### src/rtl/ecsr_pkg.sv
// package: register map, field layout and carrier types of the eeprom config shadow bank
package ecsr_pkg;

  // register indices; byte address is four times the index
  localparam logic [15:0] IDX_DIV_HI_NV  = 16'hFE10;
  localparam logic [15:0] IDX_DIV_LO_NV  = 16'hFE11;
  localparam logic [15:0] IDX_DIV_HI_WK  = 16'hFE1A;
  localparam logic [15:0] IDX_DIV_LO_WK  = 16'hFE1B;
  localparam logic [15:0] IDX_PROT_NV    = 16'hFE1C;
  localparam logic [15:0] IDX_CTRL       = 16'hFE1D;
  localparam logic [15:0] IDX_PROT_WK    = 16'hFE1F;

  localparam int          ADDR_W         = 18;
  localparam logic [17:0] ADDR_DIV_HI_NV = {IDX_DIV_HI_NV, 2'h0};
  localparam logic [17:0] ADDR_DIV_LO_NV = {IDX_DIV_LO_NV, 2'h0};
  localparam logic [17:0] ADDR_DIV_HI_WK = {IDX_DIV_HI_WK, 2'h0};
  localparam logic [17:0] ADDR_DIV_LO_WK = {IDX_DIV_LO_WK, 2'h0};
  localparam logic [17:0] ADDR_PROT_NV   = {IDX_PROT_NV, 2'h0};
  localparam logic [17:0] ADDR_CTRL      = {IDX_CTRL, 2'h0};
  localparam logic [17:0] ADDR_PROT_WK   = {IDX_PROT_WK, 2'h0};

  // non-volatile contents
  localparam logic [7:0]  NV_BLANK       = 8'hFF;
  localparam logic [7:0]  PROT_FACTORY   = 8'hF0;

  // field layout
  localparam int          DIV_LOCK_BIT   = 7;
  localparam logic [7:0]  DIV_HI_MASK    = 8'h87;  // bits 6..3 read zero
  localparam int          PERM_BIT       = 4;
  localparam logic [7:0]  PROT_WK_MASK   = 8'h1F;
  localparam logic [7:0]  CTRL_MASK      = 8'h3F;
  localparam logic [7:0]  CTRL_RESET     = 8'h00;
  localparam logic [7:0]  REG_ZERO       = 8'h00;
  localparam int          BLOCK_MSB      = 8;      // 128-byte blocks: address bits 8..7
  localparam int          BLOCK_LSB      = 7;

  // operation control bits
  typedef struct packed {
    logic unused_hi;
    logic zero_bit;
    logic array_power_off;
    logic erase_size_sel_hi;
    logic erase_size_sel_lo;
    logic address_data_latch;
    logic auto_timing;
    logic program_erase_go;
  } ecsr_ctrl_t;

  // working configuration seen by the array logic
  typedef struct packed {
    logic        divider_lock_bit;
    logic [10:0] timebase_divider_value;
    logic        permanent_protect_enable;
    logic [3:0]  block_protect;
  } ecsr_cfg_t;

endpackage : ecsr_pkg

### src/rtl/ecsr_nv_byte.sv
// one non-volatile configuration byte: program clears bits, erase sets all
module ecsr_nv_byte
  import ecsr_pkg::*;
#(
  parameter logic [7:0] FACTORY = 8'hFF
) (
  input  wire logic       pclk,
  input  wire logic       por_n,
  input  wire logic       program_en,
  input  wire logic       erase_en,
  input  wire logic [7:0] wdata,
  output logic      [7:0] q
);

  logic [7:0] next_q;

  // programming can only turn ones into zeros
  always_comb begin
    next_q = q;
    if (erase_en) begin
      next_q = NV_BLANK;
    end else if (program_en) begin
      next_q = q & wdata;
    end
  end

  // only power-on sets the content; the mcu reset leaves it alone
  always_ff @(posedge pclk or negedge por_n) begin
    if (!por_n) begin
      q <= FACTORY;
    end else begin
      q <= next_q;
    end
  end

endmodule : ecsr_nv_byte

### src/rtl/ecsr_regs.sv
// eeprom configuration register bank with apb access and reset-time shadow load
module ecsr_regs
  import ecsr_pkg::*;
(
  input  wire logic              pclk,
  input  wire logic              presetn,
  input  wire logic              por_n,
  input  wire logic              psel,
  input  wire logic              penable,
  input  wire logic              pwrite,
  input  wire logic [ADDR_W-1:0] paddr,
  input  wire logic [31:0]       pwdata,
  output logic      [31:0]       prdata,
  output logic                   pready,
  output logic                   pslverr,
  input  wire logic [8:0]        array_addr,
  output logic                   array_blocked,
  output ecsr_cfg_t              cfg,
  output ecsr_ctrl_t             ctrl
);

  logic [7:0]  nv_div_hi;
  logic [7:0]  nv_div_lo;
  logic [7:0]  nv_prot;
  logic [7:0]  div_hi;
  logic [7:0]  div_lo;
  logic [7:0]  prot_wk;
  logic [7:0]  ctrl_q;
  logic        load_pending;
  logic [7:0]  next_div_hi;
  logic [7:0]  next_div_lo;
  logic [7:0]  next_prot_wk;
  logic [7:0]  next_ctrl_q;
  logic        next_load_pending;
  logic [31:0] next_prdata;
  logic        hit;
  logic        done;
  logic        wr;
  logic        rd;
  logic        div_locked;
  logic        nv_prot_locked;
  logic        nv_op;
  logic        nv_erase;
  logic [7:0]  rd_byte;
  logic [7:0]  wbyte;

  // apb decode; a transfer completes in its first access cycle once loaded
  assign wbyte   = pwdata[7:0];
  assign hit     = (paddr == ADDR_DIV_HI_NV) || (paddr == ADDR_DIV_LO_NV) || (paddr == ADDR_DIV_HI_WK) ||
                   (paddr == ADDR_DIV_LO_WK) || (paddr == ADDR_PROT_NV) || (paddr == ADDR_CTRL) ||
                   (paddr == ADDR_PROT_WK);
  assign pready  = !load_pending;
  assign done    = psel && penable && pready;
  assign pslverr = done && !hit;
  assign wr      = done && hit && pwrite;
  assign rd      = done && hit && !pwrite;

  // security locks: a zero lock bit freezes divider bytes, a zero protect bit freezes the nv protection
  assign div_locked     = !div_hi[DIV_LOCK_BIT];
  assign nv_prot_locked = !nv_prot[PERM_BIT];
  assign nv_op          = wr && ctrl.address_data_latch;         // latch bit arms nv writes
  assign nv_erase       = ctrl.erase_size_sel_hi || ctrl.erase_size_sel_lo;  // any erase size selects erase

  // non-volatile bytes, untouched by presetn
  ecsr_nv_byte #(.FACTORY(NV_BLANK)) u_nv_div_hi (
    .pclk       (pclk),
    .por_n      (por_n),
    .program_en (nv_op && !nv_erase && !div_locked && paddr == ADDR_DIV_HI_NV),
    .erase_en   (nv_op && nv_erase && !div_locked && paddr == ADDR_DIV_HI_NV),
    .wdata      (wbyte),
    .q          (nv_div_hi)
  );
  ecsr_nv_byte #(.FACTORY(NV_BLANK)) u_nv_div_lo (
    .pclk       (pclk),
    .por_n      (por_n),
    .program_en (nv_op && !nv_erase && !div_locked && paddr == ADDR_DIV_LO_NV),
    .erase_en   (nv_op && nv_erase && !div_locked && paddr == ADDR_DIV_LO_NV),
    .wdata      (wbyte),
    .q          (nv_div_lo)
  );
  ecsr_nv_byte #(.FACTORY(PROT_FACTORY)) u_nv_prot (
    .pclk       (pclk),
    .por_n      (por_n),
    .program_en (nv_op && !nv_erase && !nv_prot_locked && paddr == ADDR_PROT_NV),
    .erase_en   (nv_op && nv_erase && !nv_prot_locked && paddr == ADDR_PROT_NV),
    .wdata      (wbyte),
    .q          (nv_prot)
  );

  // read data mux
  always_comb begin
    case (paddr)
      ADDR_DIV_HI_NV: rd_byte = nv_div_hi;
      ADDR_DIV_LO_NV: rd_byte = nv_div_lo;
      ADDR_DIV_HI_WK: rd_byte = div_hi & DIV_HI_MASK;
      ADDR_DIV_LO_WK: rd_byte = div_lo;
      ADDR_PROT_NV:   rd_byte = nv_prot;
      ADDR_CTRL:      rd_byte = ctrl_q & CTRL_MASK;
      ADDR_PROT_WK:   rd_byte = prot_wk & PROT_WK_MASK;
      default:        rd_byte = REG_ZERO;
    endcase
  end

  // next state of working registers, control and read data
  always_comb begin
    next_div_hi       = div_hi;
    next_div_lo       = div_lo;
    next_prot_wk      = prot_wk;
    next_ctrl_q       = ctrl_q;
    next_load_pending = 1'b0;
    next_prdata       = prdata;
    if (load_pending) begin
      next_div_hi  = nv_div_hi & DIV_HI_MASK;
      next_div_lo  = nv_div_lo;
      next_prot_wk = nv_prot & PROT_WK_MASK;
    end else begin
      if (psel && !penable) begin
        next_prdata = {24'h000000, rd_byte};
      end
      if (wr && !div_locked && paddr == ADDR_DIV_HI_WK) begin
        next_div_hi = wbyte & DIV_HI_MASK;
      end
      if (wr && !div_locked && paddr == ADDR_DIV_LO_WK) begin
        next_div_lo = wbyte;
      end
      if (wr && paddr == ADDR_PROT_WK) begin
        next_prot_wk = wbyte & PROT_WK_MASK;
      end
      if (rd && paddr == ADDR_PROT_NV) begin
        next_prot_wk = nv_prot & PROT_WK_MASK;
      end
      if (wr && paddr == ADDR_CTRL) begin
        next_ctrl_q = wbyte & CTRL_MASK;
      end
    end
  end

  // registers; reset values are constants, the nv copy happens on the first edge after release
  always_ff @(posedge pclk or negedge presetn) begin
    if (!presetn) begin
      div_hi       <= REG_ZERO;
      div_lo       <= REG_ZERO;
      prot_wk      <= REG_ZERO;
      ctrl_q       <= CTRL_RESET;
      load_pending <= 1'b1;
      prdata       <= 32'h00000000;
    end else begin
      div_hi       <= next_div_hi;
      div_lo       <= next_div_lo;
      prot_wk      <= next_prot_wk;
      ctrl_q       <= next_ctrl_q;
      load_pending <= next_load_pending;
      prdata       <= next_prdata;
    end
  end

  // outputs toward the array logic
  assign ctrl = ecsr_ctrl_t'(ctrl_q);
  assign cfg  = '{divider_lock_bit:         div_hi[DIV_LOCK_BIT],
                  timebase_divider_value:   {div_hi[2:0], div_lo},
                  permanent_protect_enable: prot_wk[PERM_BIT],
                  block_protect:            prot_wk[3:0]};
  // block index is address bits 8..7; a set protect bit blocks program and erase
  assign array_blocked = prot_wk[array_addr[BLOCK_MSB:BLOCK_LSB]];

  a_nv_prot_keep: assert property (@(posedge pclk) disable iff (!por_n)
    !(nv_op && paddr == ADDR_PROT_NV) |=> nv_prot == $past(nv_prot))
    else $error("protection nv byte changed without a write");

  a_prot_load_fields: assert property (@(posedge pclk) disable iff (!presetn)
    load_pending |=> cfg.block_protect == $past(nv_prot[3:0]) &&
                     cfg.permanent_protect_enable == $past(nv_prot[PERM_BIT]))
    else $error("protection fields not loaded from nv byte");

  a_nv_prot_lock: assert property (@(posedge pclk) disable iff (!por_n)
    nv_prot_locked |=> nv_prot == $past(nv_prot))
    else $error("locked protection nv byte changed");

  a_div_hi_zero: assert property (@(posedge pclk) disable iff (!presetn)
    !load_pending |-> div_hi[6:3] == 4'h0 && cfg.timebase_divider_value[10:8] == div_hi[2:0])
    else $error("divider high layout wrong");

  a_div_lo_load: assert property (@(posedge pclk) disable iff (!presetn)
    load_pending |=> div_lo == $past(nv_div_lo) && !load_pending)
    else $error("divider low not loaded at reset");

  a_reset_copy: assert property (@(posedge pclk) disable iff (!presetn)
    $fell(load_pending) |-> div_hi == ($past(nv_div_hi) & DIV_HI_MASK) && pready)
    else $error("divider high not loaded at reset");

  a_ready_after_load: assert property (@(posedge pclk) disable iff (!presetn)
    load_pending |=> pready)
    else $error("bus not ready after the reset copy");

  a_read_refresh: assert property (@(posedge pclk) disable iff (!presetn)
    (rd && paddr == ADDR_PROT_NV) |=> prot_wk == ($past(nv_prot) & PROT_WK_MASK))
    else $error("nv read did not refresh block protection");

  a_block_guard: assert property (@(posedge pclk) disable iff (!presetn)
    array_blocked == ((array_addr < 9'h080) ? cfg.block_protect[0] :
                      (array_addr < 9'h100) ? cfg.block_protect[1] :
                      (array_addr < 9'h180) ? cfg.block_protect[2] : cfg.block_protect[3]))
    else $error("block guard does not follow protect bit");

  a_ctrl_reset: assert property (@(posedge pclk) disable iff (!presetn)
    load_pending |-> ctrl_q == CTRL_RESET ##1 ctrl_q == CTRL_RESET)
    else $error("control register not zero after reset");

  a_div_lock_hold: assert property (@(posedge pclk) disable iff (!presetn)
    (div_locked && !load_pending) |=> div_lo == $past(div_lo))
    else $error("locked divider changed");

  a_div_hi_lock_hold: assert property (@(posedge pclk) disable iff (!presetn)
    (div_locked && !load_pending) |=> div_hi == $past(div_hi))
    else $error("locked divider high changed");

endmodule : ecsr_regs

### config.mk
export PLATFORM = sky130hd
export DESIGN_NAME = ecsr_regs
export DESIGN_NICKNAME = d
export VERILOG_FILES = /design/src/rtl/ecsr_pkg.sv /design/src/rtl/ecsr_nv_byte.sv /design/src/rtl/ecsr_regs.sv
export SDC_FILE = /design/constraint.sdc
export NUM_CORES = 1
export LEC_CHECK = 0
export BUFFER_PORTS_ARGS = -buffer_cell sky130_fd_sc_hd__buf_2
export CORE_UTILIZATION = 45
export DETAILED_ROUTE_END_ITERATION = 8
export PLACE_DENSITY = 0.83
export SYNTH_ARGS = -nofsm -noshare
export SYNTH_HDL_FRONTEND = slang
export SYNTH_SLANG_ARGS = --single-unit
### constraint.sdc
create_clock -name pclk -period 5.2 [get_ports pclk]
set_input_delay 0.26 -clock pclk [delete_from_list [all_inputs] [get_ports pclk]]
set_output_delay 0.26 -clock pclk [all_outputs]
set_load 0.01 [all_outputs]
==> metrics.md, run 1 <==
| Metric | Value |
|---|---|
| Post-synth EDFFs | `0` |
| Antenna viol nets, final | `0` |
| Setup crit end kind | `flip-flop` |
| Hold WS | `-3.63 ps` |
| Crit Reg-Reg Endpoint | `prdata[3]` |
| Final net count | `441` |
| Starting Density | `47.8%` |
| Period utilization | `between 40% and 50%` |
| Skew final | `9.94 ps` |
| Mapped Avg Cell Area | `9.97 sq um` |
| Average wire per standard cell | `18.2 um` |
| DR DRC count | `0` |
| Pre-antenna DRT Iters | `5` |
| GRT Util Overall | `between 20% and 30%` |
| IO Port Bufs | `67` |
| Maxcap violations | `0` |
| H-Tree Depth | `2` |
| Launch point of the worst reg-to-reg path | `load_pending` |
| Post-CTS Resized | `0` |
| Slew HR | `51.0%` |
| Switch share | `27.0%` |
| # IOs | `125` |
| Setup violations, final | `0` |
| Die span in y | `between 80 and 90 um` |
| CTS tree | `done` |
| Grt total ovfl | `0` |
| Max Root-Sink Buffers | `2` |
| Drt total wl | `slightly above 8 mm` |
| Antenna fix cells | `0` |
| Routed vias | `~2700` |
| Setup TNS after final layout | `0 ps` |
| Vias in the first global route | `2716` |
| CP Launch Type | `flip-flop` |
| Die area | `0.00727 sq mm` |
| Root Driver | `clkbuf_8` |
| Crit-path max cell delay | `580 ps` |
| Largest net degree at the start of global routing | `33` |
| Slew Viols, Final | `0` |
| Worst R2R Path Depth | `5` |
| Crit path max fanout | `14` |
| Final HPWL DP | `between 5 and 6 mm` |
| Critical Path Slowest Stage Cell | `a2111o_1` |
| Crit path kind | `reg -> reg` |
| FMAX | `around 430 MHz` |
| Core area | `0.00653 sq mm` |
| CTS sink count | `56` |
| Clock power share | `32.1%` |
| Final hold vios | `2` |
| Arr. time, crit path | `around 2600 ps` |
| CP startpoint | `load_pending` |
| Die width | `85.3 um` |
| Tot Pwr | `0.794 mW` |
| Sequential share of the synthesized area | `45.7%` |
| Measured slew at the worst slew-check pin | `734 ps` |
| Vias per Instance | `roughly 6.0` |
| RSZ-0062 raised after global routing | `false` |
| Postcts setup bufs | `0` |
| Crit path time final | `2310 ps` |
| Most common cell after layout, fill and taps aside | `buf_2` |
| Synth Instances | `313` |
| Layout cell share with drive strength beyond 1 | `between 30% and 40%` |
| Num CTS Buffers | `5` |
| FFs w/ async S/R, synth | `100%` |
| Site row count | `29` |
| Peak VDD IR | `approximately 0.00017 V` |
| R2R Setup Slk | `2890 ps` |
| Utilization after layout | `roughly 54%` |
| Leakage | `1.80 nW` |
| CP cell instances | `inv_1, nand3_1, a2111o_1, a21oi_1, a21o_1` |
| Combinational Power Share | `11.3%` |
| Distinct cell type count after synthesis | `55` |
| First-pass GRT wire length | `~14 mm` |
| Power density cells | `227 mW/mm^2` |
| Most frequent cells in the layout | `buf_2, nand2_1, o21ai_0` |
| Ys flop type | `dfrtp_1` |
| YS warnings | `0` |
| Number of synthesized register bits | `56` |
| # fillers | `593` |
| Pint | `between 0.5 and 0.6 mW` |
| Setup WS post-layout | `2890 ps` |
| Clock transition at path regs | `100 ps` |
| Area Growth Syn to Fin | `12.2%` |
| Worst Path Required | `5460 ps` |
| Placed cells | `445` |
| Area of the mapped netlist | `0.00312 sq mm` |
| Number of DRC markers in iteration 0 | `326` |
| Violated checks | `hold timing` |
| Register share of total power | `a little under three fifths` |
| P_sw | `0.214 mW` |
| Non-Filler Instances | `454` |
| Status | `complete, but fails checks` |
| Placer congestion estimate | `0.896` |
| Clock Latency Late Sink | `around 320 ps` |
| Hold WC Path Type | `in -> async` |
| Antenna violations before repair | `0` |
| Dpl ws | `2900 ps` |
-- metal layers --
| metal | global-route usage, % | up-vias | wire length (um) |
|---|---|---|---|
| met1 | 30.1 | 1309 | 3240 |
| met3 | 5.35 | 23 | 736 |
| li1 | - | 1208 | - |
| met5 | 0 | - | 0 |
| met4 | 12.3 | 0 | 272 |
| met2 | 40.5 | 169 | 4030 |
-- state kept, by name, summed over array words and instances (netlist names) --
name,flops
ctrl,6
u_nv_prot.q,8
div_lo,8
u_nv_div_hi.q,8
prdata,8
div_hi,4
load_pending,1
prot_wk,5
u_nv_div_lo.q,8
-- how the worst max path moves through the flow --
stage | endpoint | slack [ps] | depth (start not counted)
3_5_place_dp | div_lo[0] | 2900 | 5
6_report | prdata[3] | 2890 | 5
3_3_place_gp | div_lo[7] | 2930 | 5
5_1_grt | prdata[4] | 2730 | 4
4_1_cts | prdata[4] | 2890 | 4
2_1_floorplan | div_lo[0] | 3540 | 6
-- power groups by stage --
| stage | Combinational (mW) | Clock [mW] | Sequential, mW |
|---|---|---|---|
| 2_1_floorplan | 0.0595 | 0 | 0.457 |
| 3_3_place_gp | 0.0859 | 0 | 0.457 |
| 3_5_place_dp | 0.0883 | 0 | 0.457 |
| 4_1_cts | 0.0892 | 0.258 | 0.449 |
| 5_1_grt | 0.0988 | 0.276 | 0.450 |
| 6_report | 0.0898 | 0.255 | 0.449 |
-- through the flow --
stage | hold WS [ps] | area, sq um
finish | -3.63 | 3500
global placement | 264 | 3390
detailed placement | 277 | 3390
global route | 48.1 | 3500
floorplan | -35.6 | 3220
CTS | 19.0 | 3500
-- worst max-delay path: cells and delay by family, from the launching register on --
family | cells | cell delay [ps]
AOI/OAI and AO/OA | 3 | 880
and+or+nand+nor | 1 | 470
DFF | 1 | 460
buffers and inverters | 1 | 450
-- area by class of cell --
cell class | count | area, sq um | area share [%]
clock inverters | 2 | 13.8 | 0.393
flip-flops and latches | 56 | 1430 | 40.8
multi-input cells | 241 | 1520 | 43.4
clock buffers | 6 | 82.6 | 2.36
well taps | 77 | 96.3 | 2.75
repair buffers | 68 | 345 | 9.86
inverters | 4 | 15.0 | 0.429
-- cells by family (layout without fill, tap and decap cells) --
group           after synthesis  count (layout)  synth area share, %
compound gates               86              86                 18.1
buf+inv                      42              80                 8.66
flops                        56              56                 45.7
mux                          26              26                 9.26
other cells                   1              27                0.120
simple gates                102             102                 18.1
-- cell usage after synthesis (2+ instances only) --
library cell,instances,share of area (%)
a21oi_1,13,2.1
and4bb_2,2,0.80
mux2_2,13,4.7
nor3b_1,2,0.48
nand3_1,4,0.64
a21o_1,3,0.72
a221o_1,3,0.96
and2_1,3,0.60
nand2_1,45,5.4
a31oi_1,3,0.60
nor2_1,21,2.5
mux2i_1,12,3.8
nor3_2,2,0.64
clkbuf_1,3,0.36
nand3_2,4,1.3
and4_1,3,0.84
a221oi_1,4,1.1
buf_2,6,0.96
inv_1,3,0.36
dfstp_2,21,18
and3b_1,2,0.56
o21ai_0,36,5.8
a22o_1,3,0.84
a211oi_1,2,0.48
o41ai_1,2,0.56
dfrtp_1,35,28
buf_4,28,6.7
o21bai_1,2,0.48
a22oi_1,6,1.4
nor2_2,2,0.40
-- repair_timing --
item	4_1_cts	5_1_grt
hold buffers	1	0
endpoints found under the setup margin	0	0
endpoints found under the hold margin	4	0
Power figures use the tool's default switching activity.
==> inputs of run 2 (changes only) <==
Clock period 5.2 ns to 2.18 ns, I/O delays scaled along.
==> run 2 against run 1 <==
Net effect: total power grew to 2.5 times the previous value; global-route usage is essentially flat; fmax increased by 22%; count of clock-buffer cells in the layout stayed put; setup slack worse by 2600 ps; largest power group unchanged; combinational power rose to 2.6 times the previous value; sequential power rose by 140%; the flow now finishes without violations; register-to-register slack worse by 2600 ps; clock skew up 6.9 ps; highest routed layer unchanged; die area stayed put; critical path depth is the same.
==> metrics.md, run 2 (synthesis gave the netlist of run 1 again) <==
| Metric | Value |
|---|---|
| Setup crit end kind | `flip-flop` |
| Antenna violations before repair | `0 (unchanged)` |
| Antenna fix cells | `0 (unchanged)` |
| Peak VDD IR | `0.000437 V (+160%)` |
| Clock transition at path regs | `100 ps (about the same)` |
| Most common cell after layout, fill and taps aside | `buf_2` |
| Final HPWL DP | `6.18 mm (+3.5%)` |
| Final hold vios | `0 (-2)` |
| Crit path kind | `reg -> reg` |
| Hold WC Path Type | `in -> reg` |
| Placed instance area | `0.00350 sq mm (+3.1%)` |
| Placer congestion estimate | `0.899 (+0.33%)` |
| # IOs | `125 (unchanged)` |
| First-pass GRT wire length | `13.6 mm (-0.10%)` |
| CTS tree | `done` |
| Num CTS Buffers | `5 (unchanged)` |
| Utilization after layout | `55.6% (+2.0 points)` |
| Postcts setup bufs | `0 (unchanged)` |
| Maxcap violations | `0 (unchanged)` |
| Placed cells | `459 (+3.1%)` |
| Pre-antenna DRT Iters | `6 (+1)` |
| Leakage | `1.88 nW (+4.3%)` |
| CP Launch Type | `flip-flop` |
| Setup WS post-layout | `282 ps (-2600 ps)` |
| Worst R2R Path Depth | `5 (unchanged)` |
| Root Driver | `clkbuf_8` |
| H-Tree Depth | `2 (unchanged)` |
| CTS sink count | `56 (unchanged)` |
| Hold Path Depth | `2` |
| Grt total ovfl | `0 (unchanged)` |
| Power density cells | `549 mW/mm^2 (+140%)` |
| Largest net degree at the start of global routing | `33 (unchanged)` |
| Drt total wl | `8.53 mm (+3.0%)` |
| Die span in y | `85.3 um (unchanged)` |
| IO Port Bufs | `67 (unchanged)` |
| Die width | `85.3 um (unchanged)` |
| RSZ-0062 raised after global routing | `false` |
| Design area | `0.00363 sq mm (+3.7%)` |
| Hold WS | `93.4 ps (+97.1 ps)` |
| Core area | `0.00653 sq mm (unchanged)` |
| Site row count | `29 (unchanged)` |
| Most frequent cells in the layout | `buf_2, nand2_1, o21ai_0` |
| Routed vias | `2802 (+3.4%)` |
| Worst Path Required | `2430 ps (-3030 ps)` |
| Setup TNS after final layout | `0 ps (unchanged)` |
| Layout cell share with drive strength beyond 1 | `35.2% (+2.0 points)` |
| Area Growth Syn to Fin | `16.4%` |
| GRT Util Overall | `24.4% (about the same)` |
| Vias in the first global route | `2665 (-1.9%)` |
| Slew Viols, Final | `0 (unchanged)` |
| FMAX | `527 MHz (+22%)` |
| Arr. time, crit path | `2150 ps (-420 ps)` |
| Status | `finished clean` |
| Tot Pwr | `1.99 mW (+150%)` |
| Skew final | `16.8 ps (+6.89 ps)` |
| Antenna viol nets, final | `0 (unchanged)` |
| Starting Density | `47.8% (unchanged)` |
| Non-Filler Instances | `469 (+3.3%)` |
| Crit path time final | `1900 ps (-416 ps)` |
| Crit path max fanout | `9 (-5)` |
| Period utilization | `87.1% (+43 points)` |
| Final net count | `456 (+3.4%)` |
| Max Root-Sink Buffers | `2 (unchanged)` |
| Number of DRC markers in iteration 0 | `279 (-14%)` |
| Slew HR | `48.8% (-2.2 points)` |
| Die area | `0.00727 sq mm (unchanged)` |
| Clock Latency Late Sink | `320 ps (about the same)` |
| Setup violations, final | `0 (unchanged)` |
| DR DRC count | `0 (unchanged)` |
| Dpl ws | `340 ps (-2560 ps)` |
| Measured slew at the worst slew-check pin | `766 ps (+31.4 ps)` |
| Average wire per standard cell | `18.2 um (-0.26%)` |
| Vias per Instance | `5.97 (+0.12%)` |
## run 2: cell count changes in the layout (fill, tap and decap cells not counted)
cell           delta
buf_4            +14
bufinv_16         +1
clkbuf_1          +1
clkbuf_8          -1
clkinv_2          -1
dlygate4sd3_1     +1
## run 2: final timing paths
| kind | from | end | slack [ps] |
|---|---|---|---|
| worst min-delay path | pwdata[5] | ctrl[5] | 90 |
| worst max register to register | load_pending | u_nv_prot.q[6] | 280 |
| worst min register to register | prdata[7] | prdata[7] | 480 |
| min in group asynchronous | por_n | u_nv_prot.q[1] | 290 |
| max in group asynchronous | presetn | prot_wk[4] | 1330 |
| worst max-delay path | load_pending | u_nv_prot.q[6] | 280 |
## run 2: routing by layer
metal / share of wire [%] / vias up / GRT usage, % / routed length (um)
met5: 0 / - / 0 / 0
met3: 9.2 / 26 / 5.93 / 784
li1: - / 1245 / - / -
met4: 2.8 / 0 / 12.3 / 240
met2: 48 / 169 / 38.2 / 4110
met1: 40 / 1362 / 31.6 / 3390
## run 2: area by class of cell
class	count	area [sq um]
Inverter	4	15.0
Multi-Input combinational cell	241	1520
Fill cell	571	2900
Clock buffer	6	72.6
Tap cell	77	96.3
Sequential cell	56	1430
Timing Repair Buffer	83	460
Clock inverter	2	38.8
## run 2: critical path, cell delays in order (launching register included)
cell,delay (ps)
dfstp_2,380
and4b_1,440
nand2_1,80
or3_1,520
o21bai_4,310
nand2_1,110
## run 2: report_power, final
part           internal (mW)  switching [mW]  leakage (nW)  total (mW)
logic                 0.0796           0.154          1.13       0.234
registers               1.05          0.0128         0.691        1.07
clock network          0.348           0.346        0.0558       0.693
## run 2: timing repair
action                                 4_1_cts  5_1_grt
hold buffers                                 2        0
resized for setup                            0        0
endpoints found under the hold margin       35        0
==> inputs of run 3 (changes only) <==
Settings changed: BUFFER_PORTS_ARGS -buffer_cell sky130_fd_sc_hd__buf_2 to unset, DONT_BUFFER_PORTS set to 1, PLACE_DENSITY 0.83 to 0.68.
==> run 3 against run 2 <==
Net effect: sequential share of layout area rose by 3.2 points; setup slack worse by 25 ps; highest routed layer unchanged; clock power grew 4.6%; clock skew shrank 13 ps.
==> metrics.md, run 3 (synthesis gave the netlist of run 1 again) <==
| Metric | Value |
|---|---|
| Setup TNS after final layout | `0 ps (unchanged)` |
| CTS sink count | `56 (unchanged)` |
| Leakage | `1.59 nW (-15%)` |
| Most frequent cells in the layout | `nand2_1, o21ai_0, dfrtp_1` |
| Skew final | `3.87 ps (-13.0 ps)` |
| FMAX | `520 MHz (-1.3%)` |
| RSZ-0062 raised after global routing | `false` |
| Power density cells | `585 mW/mm^2 (+6.6%)` |
| Drt total wl | `8.50 mm (-0.25%)` |
| Vias per Instance | `6.19 (+3.7%)` |
| Largest net degree at the start of global routing | `33 (unchanged)` |
| # fillers | `621 (+8.8%)` |
| Placed instance area | `0.00312 sq mm (-11%)` |
| Multi-input gate area | `0.00152 sq mm (unchanged)` |
| CP Launch Type | `flip-flop` |
| Num CTS Buffers | `5 (unchanged)` |
| Register area | `0.00143 sq mm (unchanged)` |
| Period utilization | `88.2% (+1.1 points)` |
| Crit path time final | `1920 ps (+24.7 ps)` |
| Final HPWL DP | `5.94 mm (-3.8%)` |
| Hold-fix buffers at CTS | `11 (+9)` |
| Critical Path Slowest Stage Cell | `and4b_1` |
| Setup violations, final | `0 (unchanged)` |
| Placed cells | `386 (-16%)` |
| Peak VDD IR | `0.000271 V (-38%)` |
| Antenna violations before repair | `0 (unchanged)` |
| CP cell instances | `and4b_1, nand3_2, nor3_4, buf_4, mux2i_1, a21oi_1` |
| First-pass GRT wire length | `13.3 mm (-1.8%)` |
| Average wire per standard cell | `21.0 um (+16%)` |
| Dpl ws | `305 ps (-35.3 ps)` |
| Root Driver | `clkbuf_8` |
| Grt total ovfl | `0 (unchanged)` |
| Site row count | `29 (unchanged)` |
| Status | `finished clean` |
| Routed vias | `2508 (-10%)` |
| Bufs and invs on worst path | `1 (+1)` |
| IO Port Bufs | `0 (-100%)` |
| Die width | `85.3 um (unchanged)` |
| H-Tree Depth | `2 (unchanged)` |
| Worst Path Required | `2380 ps (-50 ps)` |
| Maxcap violations | `0 (unchanged)` |
| Slew HR | `27.7% (-21 points)` |
| Starting Density | `47.8% (unchanged)` |
| CTS tree | `done` |
| Utilization after layout | `51.5% (-4.1 points)` |
| Arr. time, crit path | `2120 ps (-30 ps)` |
| Crit path max fanout | `6 (-3)` |
| Design area | `0.00336 sq mm (-7.4%)` |
| Post-CTS Resized | `0 (unchanged)` |
| Area Growth Syn to Fin | `7.70%` |
| Max Root-Sink Buffers | `2 (unchanged)` |
| Most common cell after layout, fill and taps aside | `nand2_1` |
| Die span in y | `85.3 um (unchanged)` |
| Final hold vios | `0 (unchanged)` |
| Hold WC Path Type | `in -> reg` |
| Antenna viol nets, final | `0 (unchanged)` |
| Core area | `0.00653 sq mm (unchanged)` |
| Worst path top cell family by delay | `simple AND/OR/NAND/NOR gates` |
| Placer congestion estimate | `0.830 (-7.7%)` |
| GRT Util Overall | `24.2% (-0.17 points)` |
| Clock Latency Late Sink | `310 ps (about the same)` |
| Clock transition at path regs | `100 ps (about the same)` |
| Pre-antenna DRT Iters | `5 (-1)` |
| Number of DRC markers in iteration 0 | `230 (-18%)` |
| Antenna fix cells | `0 (unchanged)` |
| Crit-path max cell delay | `430 ps (-90 ps)` |
| Die area | `0.00727 sq mm (unchanged)` |
| Slew Viols, Final | `0 (unchanged)` |
| Crit path kind | `reg -> reg` |
| Vias in the first global route | `2417 (-9.3%)` |
| Final net count | `392 (-14%)` |
| Setup crit end kind | `flip-flop` |
| Non-Filler Instances | `405 (-14%)` |
| Measured slew at the worst slew-check pin | `1080 ps (+315 ps)` |
| Postcts setup bufs | `0 (unchanged)` |
| DR DRC count | `0 (unchanged)` |
| # IOs | `125 (unchanged)` |
| Layout cell share with drive strength beyond 1 | `20.4% (-15 points)` |
| Setup WS post-layout | `258 ps (-24.7 ps)` |
-- run 3: changes by cell type in the layout (fill, tap and decap cells not counted), sizes merged --
cell	previous run	this run
buf	81	9
inv	4	3
clkinv	1	2
dlygate4sd3	2	10
-- run 3: metrics by stage --
step	hold WS (ps)	power, mW
floorplan	-187	1.23
detailed placement	-186	1.21
CTS	3.00	1.98
global placement	-186	1.21
finish	9.06	1.97
global route	8.16	2.04
-- run 3: worst paths after layout --
kind	startpoint	endpoint	slack (ps)	depth (start not counted)
max in group asynchronous	por_n	u_nv_prot.q[1]	1090	1
worst max register to register	load_pending	div_lo[3]	260	6
min in group asynchronous	presetn	div_lo[6]	220	2
worst min-delay path	pwdata[1]	prot_wk[1]	9	2
worst max-delay path	load_pending	div_lo[3]	260	6
worst min register to register	u_nv_div_hi.q[3]	u_nv_div_hi.q[3]	490	2
-- run 3: power by group --
part	switching, mW	internal [mW]
sequential	0.0216	1.05
combinational	0.109	0.0570
clock	0.349	0.376
-- run 3: per-layer routing --
layer	global-route usage, %	vias up	wire, um
li1	-	1114	-
met1	31.6	1235	3580
met2	39.4	147	4040
met3	6.61	12	710
met4	7.27	0	173
met5	0	-	0
-- run 3: final cells by class --
| class | instances | share of cell area [%] |
|---|---|---|
| inverters | 4 | 0.447 |
| multi-input cells | 241 | 45.2 |
| flip-flops and latches | 56 | 42.5 |
| well taps | 77 | 2.87 |
| clock buffers | 6 | 2.46 |
| clock inverters | 2 | 1.15 |
| repair buffers | 19 | 5.36 |
